File: config.mk
export PLATFORM = sky130hd
export DESIGN_NAME = mbe_exec
export DESIGN_NICKNAME = d
export VERILOG_FILES = /design/src/mbe_pkg.sv /design/src/mbe_exec.sv /design/src/mbe_alu.sv /design/src/mbe_wdt.sv
export VERILOG_INCLUDE_DIRS = /design/src
export SDC_FILE = /design/constraint.sdc
export NUM_CORES = 1
export LEC_CHECK = 0
export BUFFER_PORTS_ARGS = -buffer_cell sky130_fd_sc_hd__buf_2
export CORE_ASPECT_RATIO = 0.6
export CORE_MARGIN = 1.5
export CORE_UTILIZATION = 49
export DETAILED_ROUTE_END_ITERATION = 10
export PLACE_DENSITY = 0.81
export SYNTH_ARGS = -nofsm -noshare
export SYNTH_HDL_FRONTEND = slang
export SYNTH_SLANG_ARGS = --single-unit
File: constraint.sdc
create_clock -name clk -period 3.9 [get_ports clk]
set_input_delay 0.195 -clock clk [delete_from_list [all_inputs] [get_ports clk]]
set_output_delay 0.195 -clock clk [all_outputs]
set_load 0.02 [all_outputs]
File: src/mbe_defines.svh
// Shared constants of the branch, misc and arithmetic execution block.
// Assumes one core instruction clock and 8-bit data memory words.
`ifndef MBE_DEFINES_SVH
`define MBE_DEFINES_SVH

// Data memory address of the program counter low byte
`define MBE_PCL_ADDR 8'h02
// Accumulator reset value and the clear/set fill bytes
`define MBE_ACC_RST 8'h00
`define MBE_BYTE_ZERO 8'h00
`define MBE_BYTE_ONES 8'hFF
// Program word layout for table fetches
`define MBE_PROG_W 16
`define MBE_PROG_HI_MSB 15
`define MBE_PROG_HI_LSB 8
`define MBE_PROG_LO_MSB 7

`endif

File: src/mbe_pkg.sv
// Types of the branch, misc and arithmetic execution block.
// Assumes the fetch logic presents one decoded operation at a time.
package mbe_pkg;

  // ==========================================================
  // Decoded operations
  typedef enum logic [4:0] {
    OP_NO_OPERATION = 5'h00,
    OP_MEM_CLEAR = 5'h01,
    OP_MEM_SET = 5'h02,
    OP_NIBBLE_EXCHANGE = 5'h03,
    OP_NIBBLE_EXCHANGE_TO_WORKING = 5'h04,
    OP_SUM_CARRY = 5'h05,
    OP_SUM_CARRY_TO_MEMORY = 5'h06,
    OP_SUM_MEM = 5'h07,
    OP_SUM_IMM = 5'h08,
    OP_SUM_TO_MEMORY = 5'h09,
    OP_CONJ_MEM = 5'h0A,
    OP_CONJ_IMM = 5'h0B,
    OP_BITWISE_CONJ_TO_MEMORY = 5'h0C,
    OP_UNCONDITIONAL_BRANCH = 5'h0D,
    OP_SUB_CALL = 5'h0E,
    OP_SUBROUTINE_EXIT = 5'h0F,
    OP_SUBROUTINE_EXIT_LOAD = 5'h10,
    OP_INTERRUPT_EXIT = 5'h11,
    OP_SKIP_ON_ZERO_MEMORY = 5'h12,
    OP_SKIP_ZERO_LOAD_WORKING = 5'h13,
    OP_SKIP_BIT_CLEAR = 5'h14,
    OP_SKIP_BIT_SET = 5'h15,
    OP_INCREMENT_SKIP_ZERO = 5'h16,
    OP_DECREMENT_SKIP_ZERO = 5'h17,
    OP_DECREMENT_SKIP_ZERO_LOAD = 5'h18,
    OP_TABLE_FETCH = 5'h19,
    OP_TABLE_FETCH_LAST_PAGE = 5'h1A,
    OP_POWER_DOWN = 5'h1B,
    OP_WATCHDOG_CLEAR = 5'h1C,
    OP_WATCHDOG_PRECLEAR_FIRST = 5'h1D,
    OP_WATCHDOG_PRECLEAR_SECOND = 5'h1E
  } mbe_op_type;

  // ==========================================================
  // Sequencer states, one-hot
  typedef enum logic [2:0] {
    ST_RUN = 3'b001,
    ST_SECOND = 3'b010,
    ST_TABLE = 3'b100
  } mbe_state_type;

  // Watchdog pre-clear history
  typedef enum logic [1:0] {
    PRE_NONE = 2'h0,
    PRE_FIRST = 2'h1,
    PRE_SECOND = 2'h2
  } mbe_pre_type;

endpackage

File: src/mbe_exec.sv
// Execution of branch, skip, table, misc and add/AND operations.
// Assumes data memory read data matches instr_addr in the same cycle,
// program memory answers while prog_rd_en stands, and the stack
// presents its top word combinationally.
`timescale 1ns/10ps
`include "mbe_defines.svh"

module mbe_exec
#(
  parameter int PC_W = 11
)
(
  // Clock and reset
  input wire logic clk,
  input wire logic srst,
  // Instruction in
  input wire logic instr_valid,
  input wire mbe_pkg::mbe_op_type instr_op,
  input wire logic [7:0] instr_addr,
  input wire logic [7:0] instr_imm,
  input wire logic [2:0] instr_bit,
  input wire logic [PC_W-1:0] instr_target,
  output logic instr_ready,
  // Program counter
  output logic [PC_W-1:0] pc,
  // Data memory
  input wire logic [7:0] mem_rd_data,
  output logic mem_wr_en,
  output logic [7:0] mem_wr_addr,
  output logic [7:0] mem_wr_data,
  // Table fetch
  input wire logic [7:0] tbl_ptr,
  output logic prog_rd_en,
  output logic [PC_W-1:0] prog_rd_addr,
  input wire logic [`MBE_PROG_W-1:0] prog_rd_data,
  output logic [7:0] table_high_latch,
  // Stack
  input wire logic [PC_W-1:0] stack_top,
  output logic stack_push,
  output logic [PC_W-1:0] stack_push_data,
  output logic stack_pop,
  output logic interrupt_exit_pulse,
  // Core state
  output logic [7:0] acc,
  output logic flag_c,
  output logic flag_ac,
  output logic flag_z,
  output logic flag_ov,
  // Watchdog and power
  input wire logic timeout_evt,
  input wire logic wake,
  output logic powerdown_mode,
  output logic watchdog_expiry_flag,
  output logic powerdown_flag,
  output logic watchdog_restart
);
  import mbe_pkg::*;

  // Refuse widths the page logic cannot serve
  if (PC_W < 9 || PC_W > 16)
  begin : g_pc_w_check
    $error("PC_W must lie between 9 and 16");
  end

  mbe_state_type state_reg;
  logic skip_reg;
  logic take;
  logic exec;
  logic [7:0] m_val;
  logic [7:0] m_inc;
  logic [7:0] m_dec;
  logic [7:0] alu_b;
  logic alu_cin;
  logic alu_and;
  logic [7:0] alu_res;
  logic alu_ov;
  logic alu_z;
  logic alu_ac;
  logic alu_c;
  logic acc_we;
  logic [7:0] acc_data;
  logic mem_we;
  logic [7:0] mem_data;
  logic arith_we;
  logic zero_we;
  logic skip_cond;
  logic two_cycle;
  logic table_op;
  logic pcl_hit;
  logic [PC_W-1:0] pc_next;
  logic [PC_W-1:0] pc_plus1;
  logic [7:0] tbl_dst_reg;

  // ==========================================================
  // Operand fetch
  // Handshake and issue
  assign instr_ready = (state_reg == ST_RUN) && !powerdown_mode;
  assign take = instr_valid && instr_ready;
  assign exec = take && !skip_reg;
  assign pc_plus1 = pc + 1'b1;
  // Forward a write still in flight to the memory
  assign m_val = (mem_wr_en && mem_wr_addr == instr_addr) ?
                 mem_wr_data : mem_rd_data;
  assign m_inc = m_val + 8'h01;
  assign m_dec = m_val - 8'h01;

  mbe_alu u_alu
  (
    .a(acc),
    .b(alu_b),
    .cin(alu_cin),
    .do_and(alu_and),
    .res(alu_res),
    .ov(alu_ov),
    .z(alu_z),
    .ac(alu_ac),
    .c(alu_c)
  );

  // ==========================================================
  // Decode
  always_comb
  begin
    alu_b = m_val;
    alu_cin = 1'b0;
    alu_and = 1'b0;
    acc_we = 1'b0;
    acc_data = alu_res;
    mem_we = 1'b0;
    mem_data = alu_res;
    arith_we = 1'b0;
    zero_we = 1'b0;
    skip_cond = 1'b0;
    two_cycle = 1'b0;
    table_op = 1'b0;
    pc_next = pc_plus1;
    case (instr_op)
      OP_SUM_CARRY:
      begin
        alu_cin = flag_c;
        acc_we = 1'b1;
        arith_we = 1'b1;
      end
      OP_SUM_CARRY_TO_MEMORY:
      begin
        alu_cin = flag_c;
        mem_we = 1'b1;
        arith_we = 1'b1;
      end
      OP_SUM_MEM:
      begin
        acc_we = 1'b1;
        arith_we = 1'b1;
      end
      OP_SUM_IMM:
      begin
        alu_b = instr_imm;
        acc_we = 1'b1;
        arith_we = 1'b1;
      end
      OP_SUM_TO_MEMORY:
      begin
        mem_we = 1'b1;
        arith_we = 1'b1;
      end
      OP_CONJ_MEM:
      begin
        alu_and = 1'b1;
        acc_we = 1'b1;
        zero_we = 1'b1;
      end
      OP_CONJ_IMM:
      begin
        alu_b = instr_imm;
        alu_and = 1'b1;
        acc_we = 1'b1;
        zero_we = 1'b1;
      end
      OP_BITWISE_CONJ_TO_MEMORY:
      begin
        alu_and = 1'b1;
        mem_we = 1'b1;
        zero_we = 1'b1;
      end
      OP_MEM_CLEAR:
      begin
        mem_we = 1'b1;
        mem_data = `MBE_BYTE_ZERO;
      end
      OP_MEM_SET:
      begin
        mem_we = 1'b1;
        mem_data = `MBE_BYTE_ONES;
      end
      OP_NIBBLE_EXCHANGE:
      begin
        mem_we = 1'b1;
        mem_data = {m_val[3:0], m_val[7:4]};
      end
      OP_NIBBLE_EXCHANGE_TO_WORKING:
      begin
        acc_we = 1'b1;
        acc_data = {m_val[3:0], m_val[7:4]};
      end
      OP_UNCONDITIONAL_BRANCH, OP_SUB_CALL:
      begin
        two_cycle = 1'b1;
        pc_next = instr_target;
      end
      OP_SUBROUTINE_EXIT, OP_INTERRUPT_EXIT:
      begin
        two_cycle = 1'b1;
        pc_next = stack_top;
      end
      OP_SUBROUTINE_EXIT_LOAD:
      begin
        two_cycle = 1'b1;
        pc_next = stack_top;
        acc_we = 1'b1;
        acc_data = instr_imm;
      end
      OP_SKIP_ON_ZERO_MEMORY:
        skip_cond = (m_val == 8'h00);
      OP_SKIP_ZERO_LOAD_WORKING:
      begin
        skip_cond = (m_val == 8'h00);
        acc_we = 1'b1;
        acc_data = m_val;
      end
      OP_SKIP_BIT_CLEAR:
        skip_cond = !m_val[instr_bit];
      OP_SKIP_BIT_SET:
        skip_cond = m_val[instr_bit];
      OP_INCREMENT_SKIP_ZERO:
      begin
        mem_we = 1'b1;
        mem_data = m_inc;
        skip_cond = (m_inc == 8'h00);
      end
      OP_DECREMENT_SKIP_ZERO:
      begin
        mem_we = 1'b1;
        mem_data = m_dec;
        skip_cond = (m_dec == 8'h00);
      end
      OP_DECREMENT_SKIP_ZERO_LOAD:
      begin
        acc_we = 1'b1;
        acc_data = m_dec;
        skip_cond = (m_dec == 8'h00);
      end
      OP_TABLE_FETCH, OP_TABLE_FETCH_LAST_PAGE:
        table_op = 1'b1;
      default:
        pc_next = pc_plus1;
    endcase
    // low byte write costs a cycle
    if (mem_we && instr_addr == `MBE_PCL_ADDR)
    begin
      two_cycle = 1'b1;
      pc_next = {pc[PC_W-1:8], mem_data};
    end
  end
  assign pcl_hit = mem_we && instr_addr == `MBE_PCL_ADDR;

  // ==========================================================
  // Sequencer, program counter and skip
  always_ff @(posedge clk)
  begin
    if (srst)
    begin
      state_reg <= ST_RUN;
      skip_reg <= 1'b0;
      pc <= '0;
    end
    else
    begin
      case (state_reg)
        ST_RUN:
        begin
          if (take && skip_reg)
          begin
            skip_reg <= 1'b0;
            pc <= pc_plus1;
          end
          else if (take)
          begin
            skip_reg <= skip_cond;
            pc <= pc_next;
            if (table_op)
              state_reg <= ST_TABLE;
            else if (two_cycle)
              state_reg <= ST_SECOND;
          end
        end
        ST_SECOND:
          state_reg <= ST_RUN;
        ST_TABLE:
          state_reg <= ST_RUN;
        default:
          state_reg <= ST_RUN;
      endcase
    end
  end

  // Accumulator
  always_ff @(posedge clk)
  begin
    if (srst)
      acc <= `MBE_ACC_RST;
    else if (exec && acc_we)
      acc <= acc_data;
  end

  // Arithmetic flags
  always_ff @(posedge clk)
  begin
    if (srst)
    begin
      flag_c <= 1'b0;
      flag_ac <= 1'b0;
      flag_z <= 1'b0;
      flag_ov <= 1'b0;
    end
    else if (exec && arith_we)
    begin
      flag_c <= alu_c;
      flag_ac <= alu_ac;
      flag_z <= alu_z;
      flag_ov <= alu_ov;
    end
    else if (exec && zero_we)
      flag_z <= alu_z;
  end

  // Data memory writes, table low byte in its second cycle
  always_ff @(posedge clk)
  begin
    if (srst)
    begin
      mem_wr_en <= 1'b0;
      mem_wr_addr <= 8'h00;
      mem_wr_data <= 8'h00;
    end
    else if (state_reg == ST_TABLE)
    begin
      mem_wr_en <= 1'b1;
      mem_wr_addr <= tbl_dst_reg;
      mem_wr_data <= prog_rd_data[`MBE_PROG_LO_MSB:0];
    end
    else
    begin
      mem_wr_en <= exec && mem_we;
      mem_wr_addr <= instr_addr;
      mem_wr_data <= mem_data;
    end
  end

  always_ff @(posedge clk)
  begin
    if (srst)
    begin
      prog_rd_en <= 1'b0;
      prog_rd_addr <= '0;
      tbl_dst_reg <= 8'h00;
      table_high_latch <= 8'h00;
    end
    else
    begin
      prog_rd_en <= exec && table_op;
      if (exec && table_op)
      begin
        tbl_dst_reg <= instr_addr;
        if (instr_op == OP_TABLE_FETCH_LAST_PAGE)
          prog_rd_addr <= {{(PC_W-8){1'b1}}, tbl_ptr};
        else
          prog_rd_addr <= {pc[PC_W-1:8], tbl_ptr};
      end
      if (state_reg == ST_TABLE)
        table_high_latch <=
          prog_rd_data[`MBE_PROG_HI_MSB:`MBE_PROG_HI_LSB];
    end
  end

  // Stack traffic
  always_ff @(posedge clk)
  begin
    if (srst)
    begin
      stack_push <= 1'b0;
      stack_push_data <= '0;
      stack_pop <= 1'b0;
      interrupt_exit_pulse <= 1'b0;
    end
    else
    begin
      stack_push <= exec && instr_op == OP_SUB_CALL;
      stack_push_data <= pc_plus1;
      stack_pop <= exec && (instr_op == OP_SUBROUTINE_EXIT ||
                   instr_op == OP_SUBROUTINE_EXIT_LOAD ||
                   instr_op == OP_INTERRUPT_EXIT);
      interrupt_exit_pulse <= exec && instr_op == OP_INTERRUPT_EXIT;
    end
  end

  always_ff @(posedge clk)
  begin
    if (srst)
      powerdown_mode <= 1'b0;
    else if (exec && instr_op == OP_POWER_DOWN)
      powerdown_mode <= 1'b1;
    else if (wake)
      powerdown_mode <= 1'b0;
  end

  mbe_wdt u_wdt
  (
    .clk(clk),
    .srst(srst),
    .step(take),
    .pre_first(!skip_reg && instr_op == OP_WATCHDOG_PRECLEAR_FIRST),
    .pre_second(!skip_reg && instr_op == OP_WATCHDOG_PRECLEAR_SECOND),
    .clear_cmd(!skip_reg && instr_op == OP_WATCHDOG_CLEAR),
    .halt_cmd(!skip_reg && instr_op == OP_POWER_DOWN),
    .timeout_evt(timeout_evt),
    .watchdog_expiry_flag(watchdog_expiry_flag),
    .powerdown_flag(powerdown_flag),
    .watchdog_restart(watchdog_restart)
  );

  // ==========================================================
  // Checks
  property p_skip_discard;
    @(posedge clk) disable iff (srst)
    (exec && skip_cond) ##1 take |=> !mem_wr_en && $stable(acc);
  endproperty
  a_skip_discard: assert property (p_skip_discard)
    else $error("skipped slot had an effect");

  property p_pcl_two;
    @(posedge clk) disable iff (srst)
    (exec && pcl_hit) |=> !instr_ready ##1 instr_ready;
  endproperty
  a_pcl_two: assert property (p_pcl_two)
    else $error("low byte write not two cycles");

  property p_branch;
    @(posedge clk) disable iff (srst)
    (exec && instr_op == OP_UNCONDITIONAL_BRANCH)
      |=> pc == $past(instr_target) && !instr_ready && $stable(flag_c);
  endproperty
  a_branch: assert property (p_branch)
    else $error("jump target or timing wrong");

  property p_call;
    @(posedge clk) disable iff (srst)
    (exec && instr_op == OP_SUB_CALL)
      |=> stack_push && stack_push_data == $past(pc) + 1'b1;
  endproperty
  a_call: assert property (p_call)
    else $error("call pushed wrong address");

  property p_table;
    @(posedge clk) disable iff (srst)
    (exec && table_op) |=> prog_rd_en && !instr_ready ##1
      mem_wr_en && table_high_latch == $past(prog_rd_data[15:8]) &&
      mem_wr_data == $past(prog_rd_data[7:0]);
  endproperty
  a_table: assert property (p_table)
    else $error("table fetch result wrong");

  property p_conj_flags;
    @(posedge clk) disable iff (srst)
    (exec && instr_op == OP_CONJ_IMM)
      |=> $stable(flag_c) && $stable(flag_ov) && acc == $past(acc & instr_imm);
  endproperty
  a_conj_flags: assert property (p_conj_flags)
    else $error("AND result or flags wrong");

  property p_dec_load;
    @(posedge clk) disable iff (srst)
    (exec && instr_op == OP_DECREMENT_SKIP_ZERO_LOAD)
      |=> acc == $past(m_dec) && !mem_wr_en && skip_reg == (acc == 8'h00);
  endproperty
  a_dec_load: assert property (p_dec_load)
    else $error("decrement load form wrong");

  property p_halt;
    @(posedge clk) disable iff (srst)
    (exec && instr_op == OP_POWER_DOWN) |=> powerdown_mode && powerdown_flag;
  endproperty
  a_halt: assert property (p_halt)
    else $error("power-down not entered");

  c_skip: cover property (@(posedge clk) disable iff (srst)
    (exec && skip_cond) ##1 take);
  c_table: cover property (@(posedge clk) disable iff (srst)
    exec && instr_op == OP_TABLE_FETCH_LAST_PAGE);
  c_carry: cover property (@(posedge clk) disable iff (srst)
    exec && instr_op == OP_SUM_CARRY && flag_c && alu_c);

endmodule // mbe_exec

File: src/mbe_alu.sv
// Eight-bit adder and AND unit with overflow, zero, half and full carry.
// Assumes purely combinational use; the caller registers the results.
`timescale 1ns/10ps

module mbe_alu
(
  // Operands
  input wire logic [7:0] a,
  input wire logic [7:0] b,
  input wire logic cin,
  input wire logic do_and,
  // Results
  output logic [7:0] res,
  output logic ov,
  output logic z,
  output logic ac,
  output logic c
);

  logic [8:0] sum9;
  logic [4:0] low5;

  // ==========================================================
  // Sum and flag terms
  assign sum9 = {1'b0, a} + {1'b0, b} + {8'h00, cin};
  assign low5 = {1'b0, a[3:0]} + {1'b0, b[3:0]} + {4'h0, cin};

  // Result select and flags
  always_comb
  begin
    if (do_and)
    begin
      res = a & b;
      ov = 1'b0;
      ac = 1'b0;
      c = 1'b0;
    end
    else
    begin
      res = sum9[7:0];
      ov = (a[7] == b[7]) && (sum9[7] != a[7]);
      ac = low5[4];
      c = sum9[8];
    end
    z = (res == 8'h00);
  end

endmodule // mbe_alu

File: src/mbe_wdt.sv
// Timeout and power-down flags with the watchdog clear sequences.
// Assumes one step pulse per instruction slot from the sequencer.
`timescale 1ns/10ps

module mbe_wdt
  import mbe_pkg::*;
(
  // Clock and reset
  input wire logic clk,
  input wire logic srst,
  // Instruction slot and commands
  input wire logic step,
  input wire logic pre_first,
  input wire logic pre_second,
  input wire logic clear_cmd,
  input wire logic halt_cmd,
  // Watchdog event
  input wire logic timeout_evt,
  // Flags and restart
  output logic watchdog_expiry_flag,
  output logic powerdown_flag,
  output logic watchdog_restart
);

  mbe_pre_type last_reg;
  logic pair_done;
  logic flag_clear;

  // ==========================================================
  // Pre-clear pairing
  // alternating pair completes
  assign pair_done = step && ((pre_first && last_reg == PRE_SECOND) ||
                     (pre_second && last_reg == PRE_FIRST));
  assign flag_clear = step && (clear_cmd || pair_done);

  // History of the previous instruction
  always_ff @(posedge clk)
  begin
    if (srst)
      last_reg <= PRE_NONE;
    else if (step)
    begin
      if (pre_first)
        last_reg <= PRE_FIRST;
      else if (pre_second)
        last_reg <= PRE_SECOND;
      else
        last_reg <= PRE_NONE;
    end
  end

  // Timeout flag, a new timeout wins over a clear
  always_ff @(posedge clk)
  begin
    if (srst)
      watchdog_expiry_flag <= 1'b0;
    else if (timeout_evt)
      watchdog_expiry_flag <= 1'b1;
    else if (flag_clear || (step && halt_cmd))
      watchdog_expiry_flag <= 1'b0;
  end

  // Power-down flag
  always_ff @(posedge clk)
  begin
    if (srst)
      powerdown_flag <= 1'b0;
    else if (step && halt_cmd)
      powerdown_flag <= 1'b1;
    else if (flag_clear)
      powerdown_flag <= 1'b0;
  end

  // Watchdog counter restart pulse
  always_ff @(posedge clk)
  begin
    if (srst)
      watchdog_restart <= 1'b0;
    else
      watchdog_restart <= flag_clear || (step && halt_cmd);
  end

  // ==========================================================
  // Checks
  property p_lone_pre;
    @(posedge clk) disable iff (srst)
    (step && pre_second && last_reg != PRE_FIRST && !timeout_evt)
      |=> $stable(watchdog_expiry_flag) && $stable(powerdown_flag);
  endproperty
  a_lone_pre: assert property (p_lone_pre)
    else $error("lone pre-clear changed flags");

  property p_pair_clear;
    @(posedge clk) disable iff (srst)
    (step && pre_first) ##1 (step && pre_second && !timeout_evt)
      |=> !watchdog_expiry_flag && !powerdown_flag && watchdog_restart;
  endproperty
  a_pair_clear: assert property (p_pair_clear)
    else $error("pre-clear pair did not clear flags");

  property p_single_clear;
    @(posedge clk) disable iff (srst)
    (step && clear_cmd && !timeout_evt)
      |=> !watchdog_expiry_flag && !powerdown_flag && watchdog_restart;
  endproperty
  a_single_clear: assert property (p_single_clear)
    else $error("watchdog clear did not clear flags");

  c_pair: cover property (@(posedge clk) disable iff (srst)
    (step && pre_first) ##1 (step && pre_second));

endmodule // mbe_wdt

After elaboration in Yosys (flattened, before gate mapping)
Index checks and enable logic that the tools add are counted.
- equal/unequal tests: 39
- reduce and logical (&&, ||, !) cells: 59
- bitwise operators: 3
- mux-type cells: 41
- $add $sub $neg: 7
- magnitude comparators: 1
- operators by type and width (cell ; number):
    5-bit equality test (second input constant) ; 15
    11-bit 2-to-1 mux ; 4
    5-bit by 4-bit equality test with 1-bit output (second input constant) ; 8
    8-bit 2-to-1 mux ; 5
    8-bit case mux with 5 select lines ; 1
    8-bit zero test ; 4
    8-bit case mux with 4 select lines ; 1
    1-bit logical AND ; 25
    1-bit 2-to-1 mux ; 23
    11-bit case mux with 2 select lines ; 1
    5-bit by 3-bit equality test with 1-bit output (second input constant) ; 4
    2-bit OR reduction ; 7
    2-bit nonzero test ; 6
    11-bit by 1-bit adder with 11-bit output (second input constant) ; 1
    5-bit by 2-bit equality test with 1-bit output (second input constant) ; 2
    5-bit OR reduction ; 2
    8-bit by 8-bit adder with 9-bit output ; 1
    9-bit by 1-bit adder with 9-bit output ; 1
    9-bit OR reduction ; 1
    8-bit by 1-bit adder with 8-bit output (second input constant) ; 1
    8-bit AND ; 1
    8-bit by 2-bit equality test with 1-bit output (second input constant) ; 1
    8-bit equality test ; 1
    8-bit OR reduction ; 1
    other kinds (22) ; 33
- output and inout port bits: 79
- word-level logic and storage cells: 175
- bits in registers: 92
- input bits: 83

Logic depth before layout (Yosys ltp)
- word-level depth: 11
- mapped depth: 17
- gate-level depth less buffers: 16

Modules after synthesis
From an unflattened synthesis, not the netlist that was laid out.
- cells, all modules: 805
- area, all modules: 6246.0 um2
- modules (own cells, without submodules) (module ; area an instance (um2) ; seq. area each (um2) ; cells each ; instances):
    mbe_exec ; 5505.3 ; 1741.7 ; 707 ; 1
    mbe_alu ; 525.5 ; 0.0 ; 75 ; 1
    mbe_wdt ; 215.2 ; 100.1 ; 23 ; 1

Least setup slack after synthesis
OpenSTA, ideal clock, no wires.
- path kind: register -> register
- start point: reg mem_wr_addr[1]
- end point: reg pc[6]
- path buffers: 1
- stages on the path, launching flop included: 18
- required time: 3.824 ns
- setup slack: -0.197 ns
- clock period less this slack: 4.097 ns
- library setup time: 0.076 ns
- arrival: 4.021 ns
- cell sequence: dfxtp_1 xnor2_1 nand3_1 nor3_1 buf_2 mux2i_1 a21oi_1 fa_1 inv_1 fa_1 nor2b_1 o21ai_0 a21boi_0 o21a_1 o21a_1 o311ai_0 a31oi_1 o22ai_1
- longest elaborated chain between the ends: 11
- elaborated cells on any way between the ends: 14
- those cells by class: add/sub (4); eq/ne (1); mux (7); bitwise (1); reduce/logical (1)
- ends and longest elaborated chain (element ; line ; RTL):
    start, declared ; mbe_exec.sv:29 ; output logic [7:0] mem_wr_addr,
    start signal, assigned ; mbe_exec.sv:348 ; mem_wr_addr <= tbl_dst_reg;
    start signal, assigned ; mbe_exec.sv:354 ; mem_wr_addr <= instr_addr;
    8-bit equality test * ; mbe_exec.sv:102 ; assign m_val = (mem_wr_en && mem_wr_addr == instr_addr) ?
    1-bit logical AND * ; mbe_exec.sv:102 ;
    8-bit 2-to-1 mux * ; mbe_exec.sv:102 ;
    8-bit 2-to-1 mux ; mbe_exec.sv:137 ; case (instr_op)
    8-bit by 8-bit adder with 9-bit output ; mbe_alu.sv:25 ; assign sum9 = {1'b0, a} + {1'b0, b} + {8'h00, cin};
    9-bit by 1-bit adder with 9-bit output ; mbe_alu.sv:25 ;
    8-bit 2-to-1 mux ; mbe_alu.sv:31 ; if (do_and)
    8-bit case mux with 5 select lines * ; mbe_exec.sv:137 ;
    11-bit 2-to-1 mux * ; mbe_exec.sv:258 ; if (mem_we && instr_addr == `MBE_PCL_ADDR)
    11-bit 2-to-1 mux * ; mbe_exec.sv:286 ; else if (take)
    11-bit 2-to-1 mux * ; mbe_exec.sv:281 ; if (take && skip_reg)
    end signal, assigned ; mbe_exec.sv:284 ; pc <= pc_plus1;
    end signal, assigned ; mbe_exec.sv:289 ; pc <= pc_next;
    end, declared ; mbe_exec.sv:25 ; output logic [PC_W-1:0] pc,
Mark *: on every way between the ends. The rest lies on a longest branch, timed or not. The select of a mux whose other input is x is not followed.
A chain may end at the register's enable or synchronous reset.

Final worst setup path
- start point: reg mem_wr_addr[5]
- end point: reg acc[7]
- longest elaborated chain between the ends: 8
- elaborated cells on any way between the ends: 10
- those cells by class: add/sub (3); eq/ne (1); mux (4); bitwise (1); reduce/logical (1)
- ends and longest elaborated chain (element ; line ; RTL):
    8-bit equality test * ; mbe_exec.sv:102 ;
    1-bit logical AND * ; mbe_exec.sv:102 ;
    8-bit 2-to-1 mux * ; mbe_exec.sv:102 ;
    8-bit 2-to-1 mux ; mbe_exec.sv:137 ;
    8-bit by 8-bit adder with 9-bit output ; mbe_alu.sv:25 ;
    9-bit by 1-bit adder with 9-bit output ; mbe_alu.sv:25 ;
    8-bit 2-to-1 mux ; mbe_alu.sv:31 ;
    8-bit case mux with 4 select lines * ; mbe_exec.sv:137 ;
    end signal, assigned ; mbe_exec.sv:310 ; acc <= `MBE_ACC_RST;
    end signal, assigned ; mbe_exec.sv:312 ; acc <= acc_data;
    end, declared ; mbe_exec.sv:44 ; output logic [7:0] acc,
Mark *: on every way between the ends. The rest lies on a longest branch, timed or not.

==> metrics.csv <==
metric;value;unit
tightestPinTransition;1.088;ns
cts_root_buffer;clkbuf_16;
endpoint_kind;register;
cts_buffers;9;
timing.final.crit_period;3.727;ns
max_freq;268.3;MHz
dp_hpwl;16300;µm
num_vias;6884;
syn_inst;818;
cts_num_sinks;92;
drt_first_iter_violations;770;
first_pass_iters;5;
core;12140;µm²
n_antenna_cell;0;
die-height;89.75;µm
switchingPower;862.0;µW
worstPathArrival;3.91;ns
outcome;complete, no violations;
area_delta_synth_final;24.67;%
ctsHoldBuffers;0;
clock_path_buffers;2;
multi_input_area;4096;µm²
yosysUniqueCellTypes;74;
fin_nets;1077;
place_area;7259;µm²
report.final.slew_viol_count;0;
irDropWorstVdd;228.1;µV
leakagePower;3.249;nW
final_util;0.6311;
synthesis.area;6146;µm²
ys_ff_latch;92;
hold_viol;0;
post_drt_wl_per_cell;18.64;µm
die_w;147.6;µm
grt_pass1_wl;33170;µm
grt_max_degree;55;
internal-power;1.826;mW
port_buffers;161;
track_usage;0.3143;
regArea;1843;µm²
hold_path.class;in -> reg;
cap_viol_max_count;0;
path_clk_slew;0.07;ns
top_regs;pc: 11 flops, prog_rd_addr: 11 flops, stack_push_data: 11 flops;
wl;21400;µm
ant_nets;0;
combPwrFrac;0.252;
io_pins;162;
cts_tree;built;
synth_nets;917;
grt_pass1_vias;6022;
gp_congestion;1.026;
synth_edf_count;0;
drc;0;
clockPowerShare;0.358;
power_density;350.8;nW/µm²
ys.flop_type;dfxtp_1;
drive_above_1_share;0.2574;
placement_rows;31;
critPathLaunchType;register;
viasPerCell;5.997;
htreeDepth;3;
antenna_found_initial;0;
avgSynthCellArea;7.513;µm²
crit_type;reg -> reg;
max_slew_margin;0.2744;
initial_utilization;0.5062;
yosys_warnings;0;
synthArstFlopShare;0;
required;4.08;ns
cp_max_fo;9;
seq_area_frac_synth;0.2997;
finalSetupViolCount;0;
fillCellCount;1100;
switching_share;0.3207;
grt_overflow;0;
skew;0.01300;ns
fin_area;7662;µm²
fin_crit_sh;0.9557;
clk_latency;0.35;ns
p_seq_frac;0.390;
dieArea;13250;µm²
Yosys cell counts, types with 11 or more instances:
cell | count | area, µm²
nand2b_1 | 11 | 68.82
a22oi_1 | 11 | 82.58
o21ai_0 | 35 | 175.2
inv_1 | 17 | 63.81
nor3_1 | 26 | 130.1
dfxtp_1 | 92 | 1842
nor2_1 | 81 | 304.0
nand3_1 | 28 | 140.1
and3_1 | 14 | 87.58
mux2i_1 | 14 | 140.1
a21oi_1 | 82 | 410.4
nand2_1 | 119 | 446.7
xnor2_1 | 24 | 210.2
xor2_1 | 14 | 122.6
ha_1 | 14 | 175.2
clkbuf_1 | 49 | 183.9
nor4_1 | 11 | 68.82
a211oi_1 | 11 | 82.58
critical path, stage by stage (launching register included):
cell,delay [ns]
dfxtp_1,0.34
xnor2_1,0.20
nand4_1,0.20
nor3_2,0.17
buf_4,0.16
buf_4,0.19
mux2i_2,0.25
nand2_1,0.07
o21a_1,0.12
ha_1,0.31
a211oi_2,0.26
o21ai_0,0.16
a31o_2,0.30
and4b_1,0.22
nor3_2,0.21
buf_4,0.14
nand2_1,0.04
nand3_1,0.12
a21oi_1,0.07
cell type report:
cell class	count	area share
sequential	92	0.2405
clock inverter	6	0.01241
timing repair buffer	204	0.1473
tap	165	0.02694
clock buffer	10	0.02988
inverter	17	0.008328
multi-input combinational	654	0.5346
worst paths after layout:
check	from	end	slack (ns)	cells past startpoint
max	mem_wr_addr[5]$_SDFF_PP0_	acc[7]$_SDFFE_PP0P_	0.17	18
min	timeout_evt	u_wdt.watchdog_expiry_flag$_SDFFE_PP0P_	0.07	3
max reg2reg	mem_wr_addr[5]$_SDFF_PP0_	acc[7]$_SDFFE_PP0P_	0.17	18
min reg2reg	table_high_latch[7]$_SDFFE_PP0P_	table_high_latch[7]$_SDFFE_PP0P_	0.45	2
cell usage in the layout, fill, tap and decap left out, types with 11 or more instances in the layout:
master | synthesis | routed
o21ai_0 | 35 | 34
buf_2 | 3 | 161
nor4_1 | 11 | 11
a21oi_1 | 82 | 80
nor3_1 | 26 | 24
nor2_1 | 81 | 81
inv_1 | 17 | 17
nand3_1 | 28 | 28
and3_1 | 14 | 14
nand2b_1 | 11 | 11
xor2_1 | 14 | 14
dfxtp_1 | 92 | 91
a22oi_1 | 11 | 11
nand2_1 | 119 | 119
xnor2_1 | 24 | 21
buf_4 | 0 | 43
ha_1 | 14 | 14
mux2i_1 | 14 | 12
per-stage QoR:
step           hold slack [ns]  instances  setup WS, ns  TNS [ns]  power, mW
2_1_floorplan           0.3124        818       0.03672         0      1.457
3_3_place_gp            0.4055       1128        0.1199         0      1.704
3_5_place_dp            0.4163       1128      -0.05889   -0.1174      1.710
4_1_cts                0.06193       1144       0.04654         0      2.667
5_1_grt                0.07349       1148      -0.04899   -0.1285      2.797
6_report               0.06621       1148        0.1728         0      2.688
routing by layer:
layer,vias to the layer above,track usage,share of wire
met3,21,0.09543,0.13
li1,3280,-,-
met2,406,0.4143,0.39
met4,0,0.04417,0.0088
met1,3177,0.4979,0.47
met5,-,0,0
kinds of logic after synthesis:
logic type | share of synthesized area
AND/OR/NAND/NOR | 0.2779
AO/OA/AOI/OAI | 0.2309
flip-flops | 0.2997
buffers and inverters | 0.04520
XOR/XNOR | 0.05945
multiplexers | 0.05191
adder cells (fa/ha/maj) | 0.03502
repair_timing:
action                                  CTS  global route
cloned                                    0             0
gates resized for setup                   1            12
endpoints found under the hold margin     0             0
endpoints found under the setup margin    2            15
pin swaps                                 0             5
buffers inserted                          0             4
power groups by stage:
stage	clock [mW]	combinational, mW	sequential [mW]
floorplan	0	0.367	1.09
global placement	0	0.640	1.06
detailed placement	0	0.646	1.06
CTS	0.974	0.650	1.04
global route	1.01	0.731	1.05
finish	0.963	0.678	1.05
Note: power is estimated with default switching activity, not from simulation.
